[src/logic/sspr_cfg.svh]
// Constants for the serial register port
// Operation
// - Port is slave only on clock, data in, data out, select; never drives clock.
// - Serial clock at most 2.5 MHz; logic works at any lower rate.
// - Master changes data in on falling edge; device captures on rising edge.
// - Device changes data out on falling edge; master captures on rising edge.
// - Command, address and data all travel most significant bit first.
// - Data out stays released whenever no read data is being shifted.
// - Select rising mid-transfer abandons it and releases outputs at once.
// - First byte is command; bit 0 low means write; upper bits ignored.
// - Write is command, 16-bit address, then 32/16/8 data, no idle clocks.
// - First read bit driven on falling edge right after last address bit.
// - Burst only for 32-bit registers 0xE50C to 0xE51B, same command as read.
// - Burst continues with next address after each register until select rises or register 0xE51B has been sent.
// - Capture port enable bit 6 has no effect while serial port is active.
// - Three select falling edges after reset select this port until reset.
// - Any write to secondary config register locks this port as host port.
`ifndef SSPR_CFG_SVH
`define SSPR_CFG_SVH
`define SSPR_CMD_BITS 6'h08
`define SSPR_ADDR_BITS 6'h10
`define SSPR_LEN8 6'h08
`define SSPR_LEN16 6'h10
`define SSPR_LEN32 6'h20
`define SSPR_W8 2'h0
`define SSPR_W16 2'h1
`define SSPR_W32 2'h2
`define SSPR_BURST_LO 16'he50c
`define SSPR_BURST_HI 16'he51b
`define SSPR_CFG2_ADDR 16'hec01
`define SSPR_CAP_EN_BIT 6
`define SSPR_SEL_FALLS 2'h3
`define SSPR_SCLK_MAX_KHZ 2500
`define SSPR_CLK_KHZ 50000
`endif

[src/logic/sspr_pkg.sv]
// Types for the serial register port
package sspr_pkg;
    typedef enum logic [2:0] {
        ST_IDLE = 3'b000,
        ST_CMD = 3'b001,
        ST_ADDR = 3'b010,
        ST_LOOK = 3'b011,
        ST_WDATA = 3'b100,
        ST_RDATA = 3'b101,
        ST_DONE = 3'b110
    } sspr_state_t;

    typedef struct packed {
        logic sclk;
        logic mosi;
        logic ss_n;
    } sspr_pins_t;

    typedef struct packed {
        logic [15:0] addr;
        logic [31:0] wdata;
        logic wr;
        logic rd;
    } sspr_req_t;
endpackage : sspr_pkg

[src/logic/sspr_port.sv]
// Serial slave register port: protocol engine
`timescale 1ns/1ps
`include "sspr_cfg.svh"
module sspr_port (
    input wire logic clk_sys_i,
    input wire logic arst_n_i,
    input wire logic ce_i,
    input wire logic sclk_i,
    input wire logic mosi_i,
    input wire logic ss_n_i,
    output logic miso_o,
    output logic miso_oe_o,
    output logic [15:0] reg_addr_o,
    output logic [31:0] reg_wdata_o,
    output logic reg_wr_o,
    output logic reg_rd_o,
    input wire logic [31:0] reg_rdata_i,
    input wire logic [1:0] reg_width_i,
    input wire logic [7:0] config_reg_i,
    output logic cap_port_en_o,
    output logic spi_mode_o,
    output logic spi_lock_o
);
    ////////////////////////////////////////////////////////////////////////
    // Pin sampling
    sspr_pkg::sspr_pins_t pins;
    sspr_pkg::sspr_pins_t lvl;
    sspr_pkg::sspr_pins_t rise;
    sspr_pkg::sspr_pins_t fall;

    assign pins.sclk = sclk_i;
    assign pins.mosi = mosi_i;
    assign pins.ss_n = ss_n_i;

    sspr_sync #(
        .W(3)
    ) u_sync (
        .clk_sys_i(clk_sys_i),
        .arst_n_i(arst_n_i),
        .ce_i(ce_i),
        .pin_i(pins),
        .lvl_o(lvl),
        .rise_o(rise),
        .fall_o(fall)
    );

    ////////////////////////////////////////////////////////////////////////
    // State
    sspr_pkg::sspr_state_t state_r;
    sspr_pkg::sspr_state_t state_nxt;
    sspr_pkg::sspr_req_t req_r;
    sspr_pkg::sspr_req_t req_nxt;
    logic [31:0] rx_r;
    logic [31:0] rx_nxt;
    logic [31:0] tx_r;
    logic [31:0] tx_nxt;
    logic [5:0] cnt_r;
    logic [5:0] cnt_nxt;
    logic [5:0] len_r;
    logic [5:0] len_nxt;
    logic rd_cmd_r;
    logic rd_cmd_nxt;
    logic burst_r;
    logic burst_nxt;
    logic miso_r;
    logic miso_nxt;
    logic oe_r;
    logic oe_nxt;
    logic [1:0] falls_r;
    logic mode_r;
    logic lock_r;
    logic lock_nxt;
    logic cap_r;

    ////////////////////////////////////////////////////////////////////////
    // Decoding
    wire sclk_up = rise.sclk;
    wire sclk_dn = fall.sclk;
    wire frame_end = rise.ss_n;
    wire frame_start = fall.ss_n;
    wire third_fall = frame_start & (falls_r == `SSPR_SEL_FALLS - 2'h1);
    wire mode_on = mode_r | third_fall;
    wire [31:0] rx_shift = {rx_r[30:0], lvl.mosi};
    wire [5:0] cnt_inc = cnt_r + 6'h01;
    wire [5:0] look_len = (reg_width_i == `SSPR_W32) ? `SSPR_LEN32 :
                          (reg_width_i == `SSPR_W16) ? `SSPR_LEN16 :
                          `SSPR_LEN8;
    wire [31:0] look_data = (reg_width_i == `SSPR_W32) ? reg_rdata_i :
                            (reg_width_i == `SSPR_W16) ?
                            {reg_rdata_i[15:0], 16'h0000} :
                            {reg_rdata_i[7:0], 24'h000000};
    wire in_burst = (req_r.addr >= `SSPR_BURST_LO) &
                    (req_r.addr <= `SSPR_BURST_HI);
    wire next_in = req_r.addr < `SSPR_BURST_HI;
    wire [15:0] addr_inc = req_r.addr + 16'h0001;
    wire wr_cfg2 = req_r.addr == `SSPR_CFG2_ADDR;

    ////////////////////////////////////////////////////////////////////////
    // Next state
    always_comb begin
        state_nxt = state_r;
        req_nxt = req_r;
        req_nxt.wr = 1'b0;
        req_nxt.rd = 1'b0;
        rx_nxt = rx_r;
        tx_nxt = tx_r;
        cnt_nxt = cnt_r;
        len_nxt = len_r;
        rd_cmd_nxt = rd_cmd_r;
        burst_nxt = burst_r;
        miso_nxt = miso_r;
        oe_nxt = oe_r;
        lock_nxt = lock_r;
        if (lvl.ss_n) begin
            state_nxt = sspr_pkg::ST_IDLE;
            oe_nxt = 1'b0;
            miso_nxt = 1'b0;
        end else begin
            case (state_r)
                sspr_pkg::ST_IDLE: begin
                    if (frame_start & mode_on) begin
                        state_nxt = sspr_pkg::ST_CMD;
                        cnt_nxt = 6'h00;
                    end
                end
                sspr_pkg::ST_CMD: begin
                    if (sclk_up) begin
                        rx_nxt = rx_shift;
                        cnt_nxt = cnt_inc;
                        if (cnt_inc == `SSPR_CMD_BITS) begin
                            rd_cmd_nxt = lvl.mosi;
                            cnt_nxt = 6'h00;
                            state_nxt = sspr_pkg::ST_ADDR;
                        end
                    end
                end
                sspr_pkg::ST_ADDR: begin
                    if (sclk_up) begin
                        rx_nxt = rx_shift;
                        cnt_nxt = cnt_inc;
                        if (cnt_inc == `SSPR_ADDR_BITS) begin
                            req_nxt.addr = rx_shift[15:0];
                            req_nxt.rd = rd_cmd_r;
                            cnt_nxt = 6'h00;
                            state_nxt = sspr_pkg::ST_LOOK;
                        end
                    end
                end
                sspr_pkg::ST_LOOK: begin
                    len_nxt = look_len;
                    tx_nxt = look_data;
                    cnt_nxt = 6'h00;
                    burst_nxt = rd_cmd_r & in_burst &
                                (reg_width_i == `SSPR_W32);
                    state_nxt = rd_cmd_r ? sspr_pkg::ST_RDATA :
                                sspr_pkg::ST_WDATA;
                end
                sspr_pkg::ST_WDATA: begin
                    if (sclk_up) begin
                        rx_nxt = rx_shift;
                        cnt_nxt = cnt_inc;
                        if (cnt_inc == len_r) begin
                            req_nxt.wdata = rx_shift;
                            req_nxt.wr = 1'b1;
                            lock_nxt = lock_r | wr_cfg2;
                            state_nxt = sspr_pkg::ST_DONE;
                        end
                    end
                end
                sspr_pkg::ST_RDATA: begin
                    if (sclk_dn) begin
                        miso_nxt = tx_r[31];
                        oe_nxt = 1'b1;
                        tx_nxt = {tx_r[30:0], 1'b0};
                        cnt_nxt = cnt_inc;
                        if (cnt_inc == len_r) begin
                            if (burst_r & next_in) begin
                                req_nxt.addr = addr_inc;
                                req_nxt.rd = 1'b1;
                                state_nxt = sspr_pkg::ST_LOOK;
                            end else begin
                                state_nxt = sspr_pkg::ST_DONE;
                            end
                        end
                    end
                end
                sspr_pkg::ST_DONE: begin
                    if (sclk_dn) begin
                        oe_nxt = 1'b0;
                        miso_nxt = 1'b0;
                    end
                end
                default: begin
                    state_nxt = sspr_pkg::ST_IDLE;
                    oe_nxt = 1'b0;
                end
            endcase
        end
    end

    ////////////////////////////////////////////////////////////////////////
    // Registers
    always_ff @(posedge clk_sys_i or negedge arst_n_i) begin
        if (!arst_n_i) begin
            state_r <= sspr_pkg::ST_IDLE;
            req_r <= '0;
            rx_r <= 32'h00000000;
            tx_r <= 32'h00000000;
            cnt_r <= 6'h00;
            len_r <= `SSPR_LEN8;
            rd_cmd_r <= 1'b0;
            burst_r <= 1'b0;
            miso_r <= 1'b0;
            oe_r <= 1'b0;
            lock_r <= 1'b0;
        end else if (ce_i) begin
            state_r <= state_nxt;
            req_r <= req_nxt;
            rx_r <= rx_nxt;
            tx_r <= tx_nxt;
            cnt_r <= cnt_nxt;
            len_r <= len_nxt;
            rd_cmd_r <= rd_cmd_nxt;
            burst_r <= burst_nxt;
            miso_r <= miso_nxt;
            oe_r <= oe_nxt;
            lock_r <= lock_nxt;
        end
    end

    ////////////////////////////////////////////////////////////////////////
    // Port selection and capture port gating
    always_ff @(posedge clk_sys_i or negedge arst_n_i) begin
        if (!arst_n_i) begin
            falls_r <= 2'h0;
            mode_r <= 1'b0;
            cap_r <= 1'b0;
        end else if (ce_i) begin
            if (frame_start & ~mode_r) begin
                falls_r <= falls_r + 2'h1;
            end
            mode_r <= mode_on;
            cap_r <= config_reg_i[`SSPR_CAP_EN_BIT] & ~mode_on;
        end
    end

    ////////////////////////////////////////////////////////////////////////
    // Outputs
    assign miso_o = miso_r;
    assign miso_oe_o = oe_r;
    assign reg_addr_o = req_r.addr;
    assign reg_wdata_o = req_r.wdata;
    assign reg_wr_o = req_r.wr;
    assign reg_rd_o = req_r.rd;
    assign cap_port_en_o = cap_r;
    assign spi_mode_o = mode_r;
    assign spi_lock_o = lock_r;
endmodule : sspr_port

[src/logic/sspr_sync.sv]
// Two-stage pin synchroniser with edge detection
`timescale 1ns/1ps
module sspr_sync #(
    parameter int W = 3
) (
    input wire logic clk_sys_i,
    input wire logic arst_n_i,
    input wire logic ce_i,
    input wire logic [W-1:0] pin_i,
    output logic [W-1:0] lvl_o,
    output logic [W-1:0] rise_o,
    output logic [W-1:0] fall_o
);
    logic [W-1:0] s1_r;
    logic [W-1:0] s2_r;
    logic [W-1:0] s3_r;

    genvar g;
    for (g = 0; g < W; g++) begin : g_bit
        always_ff @(posedge clk_sys_i or negedge arst_n_i) begin
            if (!arst_n_i) begin
                s1_r[g] <= 1'b1;
                s2_r[g] <= 1'b1;
                s3_r[g] <= 1'b1;
            end else if (ce_i) begin
                s1_r[g] <= pin_i[g];
                s2_r[g] <= s1_r[g];
                s3_r[g] <= s2_r[g];
            end
        end
        assign rise_o[g] = s2_r[g] & ~s3_r[g];
        assign fall_o[g] = ~s2_r[g] & s3_r[g];
    end
    assign lvl_o = s2_r;
endmodule : sspr_sync

[config.mk]
export PLATFORM = sky130hd
export DESIGN_NAME = sspr_port
export DESIGN_NICKNAME = d
export VERILOG_FILES = /design/src/logic/sspr_pkg.sv /design/src/logic/sspr_port.sv /design/src/logic/sspr_sync.sv
export VERILOG_INCLUDE_DIRS = /design/src /design/src/logic
export SDC_FILE = /design/constraint.sdc
export NUM_CORES = 1
export LEC_CHECK = 0
export BUFFER_PORTS_ARGS = -buffer_cell sky130_fd_sc_hd__buf_4
export CAP_MARGIN = 30
export CORE_MARGIN = 2
export CORE_UTILIZATION = 55
export DETAILED_ROUTE_END_ITERATION = 8
export PLACE_DENSITY_LB_ADDON = 0.15
export SLEW_MARGIN = 20
export SYNTH_ARGS = -nofsm -noshare
export SYNTH_HDL_FRONTEND = slang
export SYNTH_HIERARCHICAL = 1
export SYNTH_SLANG_ARGS = --single-unit
[constraint.sdc]
create_clock -name clk_sys_i -period 3.8 [get_ports clk_sys_i]
set_input_delay 0.57 -clock clk_sys_i [delete_from_list [all_inputs] [get_ports clk_sys_i]]
set_output_delay 0.57 -clock clk_sys_i [all_outputs]
set_load 0.02 [all_outputs]
-- Word-level counts from Yosys, hierarchy flattened
Cells that the tools add are included.
- add/subtract/negate cells: 3
- magnitude comparators: 3
- equality and inequality tests: 33
- multiplexer cells: 50
- bitwise operators: 18
- reductions and logical operators: 18
- operators by type and width (cell ; count):
    $mux W32 ; 3
    $mux W16 ; 5
    $pmux W32 S2 ; 1
    $mux W6 ; 8
    $pmux W6 S6 ; 1
    $mux W3 ; 11
    $pmux W16 S2 ; 1
    $ne A3 B2 Y1 const B ; 10
    $pmux W3 S7 ; 1
    $add A16 B1 Y16 const B ; 1
    $eq A16 B16 Y1 const B ; 1
    $ge A16 B16 Y1 const B ; 1
    $le A16 B16 Y1 const B ; 1
    $lt A16 B16 Y1 const B ; 1
    $ne A2 B2 Y1 const B ; 8
    $reduce_and A4 Y1 ; 4
    $reduce_and A8 Y1 ; 2
    $mux W1 ; 14
    $and A1 B1 Y1 ; 11
    $reduce_and A11 Y1 ; 1
    $reduce_and A5 Y1 ; 2
    $eq A3 B3 Y1 const B ; 3
    $add A6 B1 Y6 const B ; 1
    $eq A3 B2 Y1 const B ; 2
    other kinds (22) ; 31
- register bits after elaboration: 145
- input bits: 48
- output and inout port bits: 55
- logic and storage cells: 150

-- Depth between registers and ports, before layout
- word-level depth: 8
- depth in mapped cells: 9
- gate-level depth less buffers: 8

-- Modules after synthesis
Netlist, hierarchy kept.
- modules (own cells, without submodules) (module ; times used ; cells an instance ; area each (sq um) ; sequential area each (sq um)):
    sspr_port ; 1 ; 669 ; 6942.9 ; 3354.5
    sspr_sync ; 1 ; 25 ; 420.4 ; 236.5

-- Worst setup path before layout
Ideal clock, no wire load.
- path type: register to register
- start: register cnt_r[5]
- end: register req_r (netlist bit reg_wdata_o[10])
- library setup time: 0.125 ns
- arrival: 2.309 ns
- required time: 3.675 ns
- setup slack: 1.366 ns
- cell stages (with the launch flop): 9
- buffers on the path: 3
- period minus slack after synthesis: 2.434 ns
- path through: dfrtp_1 -> buf_6 -> xnor2_1 -> or4_4 -> a311oi_4 -> and4_1 -> buf_6 -> buf_12 -> mux2_4
- cells in the longest elaborated chain, start to end: 3
- ends and longest elaborated chain (element ; line ; source):
    from (decl) ; sspr_port.sv:57 ; logic [5:0] cnt_r;
    from (signal assigned) ; sspr_port.sv:221 ; cnt_r <= cnt_nxt;
    $add A6 B1 Y6 ; sspr_port.sv:84 ; wire [5:0] cnt_inc = cnt_r + 6'h01;
    $eq A6 B6 Y1 ; sspr_port.sv:162 ; if (cnt_inc == len_r) begin
    $reduce_and A5 Y1 (no line) ; - ;
    to (signal assigned) ; sspr_port.sv:218 ; req_r <= req_nxt;
    to (decl) ; sspr_port.sv:51 ; sspr_pkg::sspr_req_t req_r;
Every way passes these cells.
A chain may end at the register's enable or synchronous reset.

-- Worst setup path in the final report
- start: register state_r[0]
- end: register req_r (netlist bit reg_addr_o[0])
- cells in the longest elaborated chain, start to end: 3
- elaborated cells on any way between the ends: 10
- those cells by class: eq/ne: 7; mux: 1; reduce/logical: 2
- ends and longest elaborated chain (element ; line ; source):
    from (decl) ; sspr_port.sv:49 ; sspr_pkg::sspr_state_t state_r;
    from (signal assigned) ; sspr_port.sv:205 ; state_r <= sspr_pkg::ST_IDLE;
    from (signal assigned) ; sspr_port.sv:217 ; state_r <= state_nxt;
    $eq A3 B3 Y1 / $eq A3 B2 Y1 (equally long branches) ; sspr_port.sv:119 ; case (state_r)
    $ne A2 B2 Y1 (no line) / $reduce_bool A2 Y1 (equally long branches) ; - ;
    $reduce_and A8 Y1 (no line) ; - ;
Parallel ways exist; a longest one is shown, timed or not.

==> reports/results.txt <==
ant diodes: 0
drt initial violations: 348
Fin Setup TNS: 0 ns
HP Class: primary input to async pin
worst path cell trace: nand2b_1 -> or2_2 -> a21oi_2 -> nor2_2 -> o22ai_1
instance count on the critical path: 5
final WL: 16500 um
first-pass GRT wire length: 27800 um
fin util: 65.7%
placed inst area: 8040 um2
Worst Skew: 0.00950 ns
slew margin rel.: 39.4%
Hold Violations, Final: 0
clock-pin slew on the worst setup and hold paths: 0.06 ns
worst ir drop on vdd: 0.339 mV
Resized cells post-CTS: 0
crit-path max FO: 46
Metal-1 WL: 7400 um
design area: 8600 um2
Detail Route met2 WL: 7780 um
GRT Overall Usage: 24.7%
Starting Density: 55.8%
area grow syn2layout: 17.8%
# hold bufs at CTS: 0
nets@finish: 821
max-cap viol count: 0
Top delay family on crit path: simple AND/OR/NAND/NOR gates
largest net degree at the start of global routing: 92
fin crit period: 2.93 ns
1st-pass router iterations: 5
CP Buf/Inv Count: 0
Synth Cell Area: 7300 um2
final worst path period share: 77.1%
H-tree levels: 4
port buffer count: 95
Synthesized Nets: 744
Vias: 5670
Slew @ Worst Pin: 0.908 ns
Critical Path Max Stage Delay: 0.74 ns
setup fix buffers added after clock tree synthesis: 0
clock tree sinks: 142
GRT Residual Overflow: 0
RSZ-0062 raised after global routing: no
CTS buffer count: 17
Max Clk Rate: 341 MHz
die footprint: 14200 um2
Std-Cell Core Area: 13100 um2
Post-Synthesis Cells: 689
worst flop-to-flop path endpoint: reg_addr_o[0]
Clock Latency Late Sink: 0.43 ns
Worst R2R Setup Slack: 0.87 ns
I/O pin count: 103
DPL Wire Length: 11100 um
setup ws final: 0.870 ns
post-route DRC violation count: 0
Top Layer Used: met4
Leak: 3.97 nW
num rows: 42
Via density: 5.95
setup violators final: 0
average wire per standard cell: 17.3 um
final antenna-violating net count: 0
DIE WIDTH: 119 um
outcome: complete, no violations
worst slack, placed: 0.931 ns
Die Y: 119 um
CP startpoint kind: flop
Slew Viols, Final: 0
Fillers: 1021
critical path type: flop to flop
Worst Setup End Kind: flop
worst reg2reg path depth: 5
Root Buffer: clkbuf_16
Avg Cell Area, Syn: 10.6 um2
RR Startpoint: state_r[0]
Worst EP arrival: 3.27 ns
Yosys Warn Count: 6
initial antenna violation count: 0
fraction of layout instances using a drive strength above 1: 29.9%
pwr dens: 605 nW/um2
CTS tree: built
WP data required: 4.14 ns
clock buffer depth: 2
Placer Congestion: 0.901
DR WL met3: 899 um
slowest CP cell: a21oi_2
vias in the first global route: 5559
==> cells in the final DEF (no fill, tap or decap), types with 5 or more instances in the layout <==
| cell | instances |
|---|---|
| a21oi_1 | 35 |
| nor4_1 | 5 |
| nand4_1 | 7 |
| a31oi_1 | 19 |
| inv_1 | 11 |
| nor2b_1 | 9 |
| nand2_1 | 65 |
| ha_1 | 7 |
| mux2_4 | 36 |
| a221o_1 | 7 |
| buf_4 | 105 |
| o21ai_0 | 48 |
| mux2_2 | 40 |
| a21o_1 | 7 |
| o22ai_1 | 6 |
| clkbuf_16 | 17 |
| dfstp_2 | 9 |
| nor3_1 | 16 |
| dfrtp_1 | 133 |
| nor2_1 | 57 |
| nand3_1 | 28 |
| mux2i_1 | 9 |
| a211oi_1 | 6 |
| a2bb2oi_1 | 10 |
==> flip-flops by register name (all words and copies together), names as in the netlist <==
register	flops
spi_lock_o	1
u_sync/s1_r	3
rx_r	31
spi_mode_o	1
burst_r	1
cnt_r	6
reg_wdata_o	32
reg_addr_o	16
u_sync/s3_r	2
reg_rd_o	1
falls_r	2
tx_r	32
miso_oe_o	1
reg_wr_o	1
state_r	3
rd_cmd_r	1
len_r	3
miso_o	1
cap_port_en_o	1
u_sync/lvl_o	3
==> per-stage QoR <==
stage	hold slack [ns]	total power, W	instances
floorplan	0.274	0.00312	689
global placement	0.459	0.00352	923
detailed placement	0.465	0.00358	923
CTS	0.247	0.00522	953
global route	0.281	0.00550	953
finish	0.190	0.00521	953
==> report_power, final <==
group	leakage (nW)	switching, W	total [W]	internal (W)
Clock	0.267	0.000662	0.00163	0.000967
Combinational	1.83	0.000737	0.00133	0.000592
Sequential	1.88	0.000405	0.00225	0.00184
Total	3.97	0.00180	0.00521	0.00340
==> worst max path at each step <==
| stage | start | to |
|---|---|---|
| 2_1_floorplan | cnt_r[5] | reg_wdata_o[10] |
| 3_5_place_dp | state_r[0] | reg_addr_o[0] |
| 6_report | state_r[0] | reg_addr_o[0] |
| 3_3_place_gp | state_r[0] | reg_addr_o[0] |
| 4_1_cts | state_r[1] | reg_addr_o[2] |
| 5_1_grt | state_r[0] | reg_addr_o[0] |
==> final cells by class <==
class / instances / area (um2) / share of cell area [%]
inverters: 11 / 41.3 / 0.480
clock buffers: 19 / 433 / 5.03
multi-input cells: 488 / 3410 / 39.6
clock inverters: 11 / 135 / 1.57
well taps: 176 / 220 / 2.56
repair buffers: 106 / 800 / 9.29
flip-flops and latches: 142 / 3560 / 41.4
==> layer usage <==
metal  vias up  global-route usage (%)
li1       2661                       -
met1      2807                    34.1
met2       170                    38.1
met3        32                    5.36
met4         0                    9.60
met5         -                       0
Power figures use the tool's default switching activity.
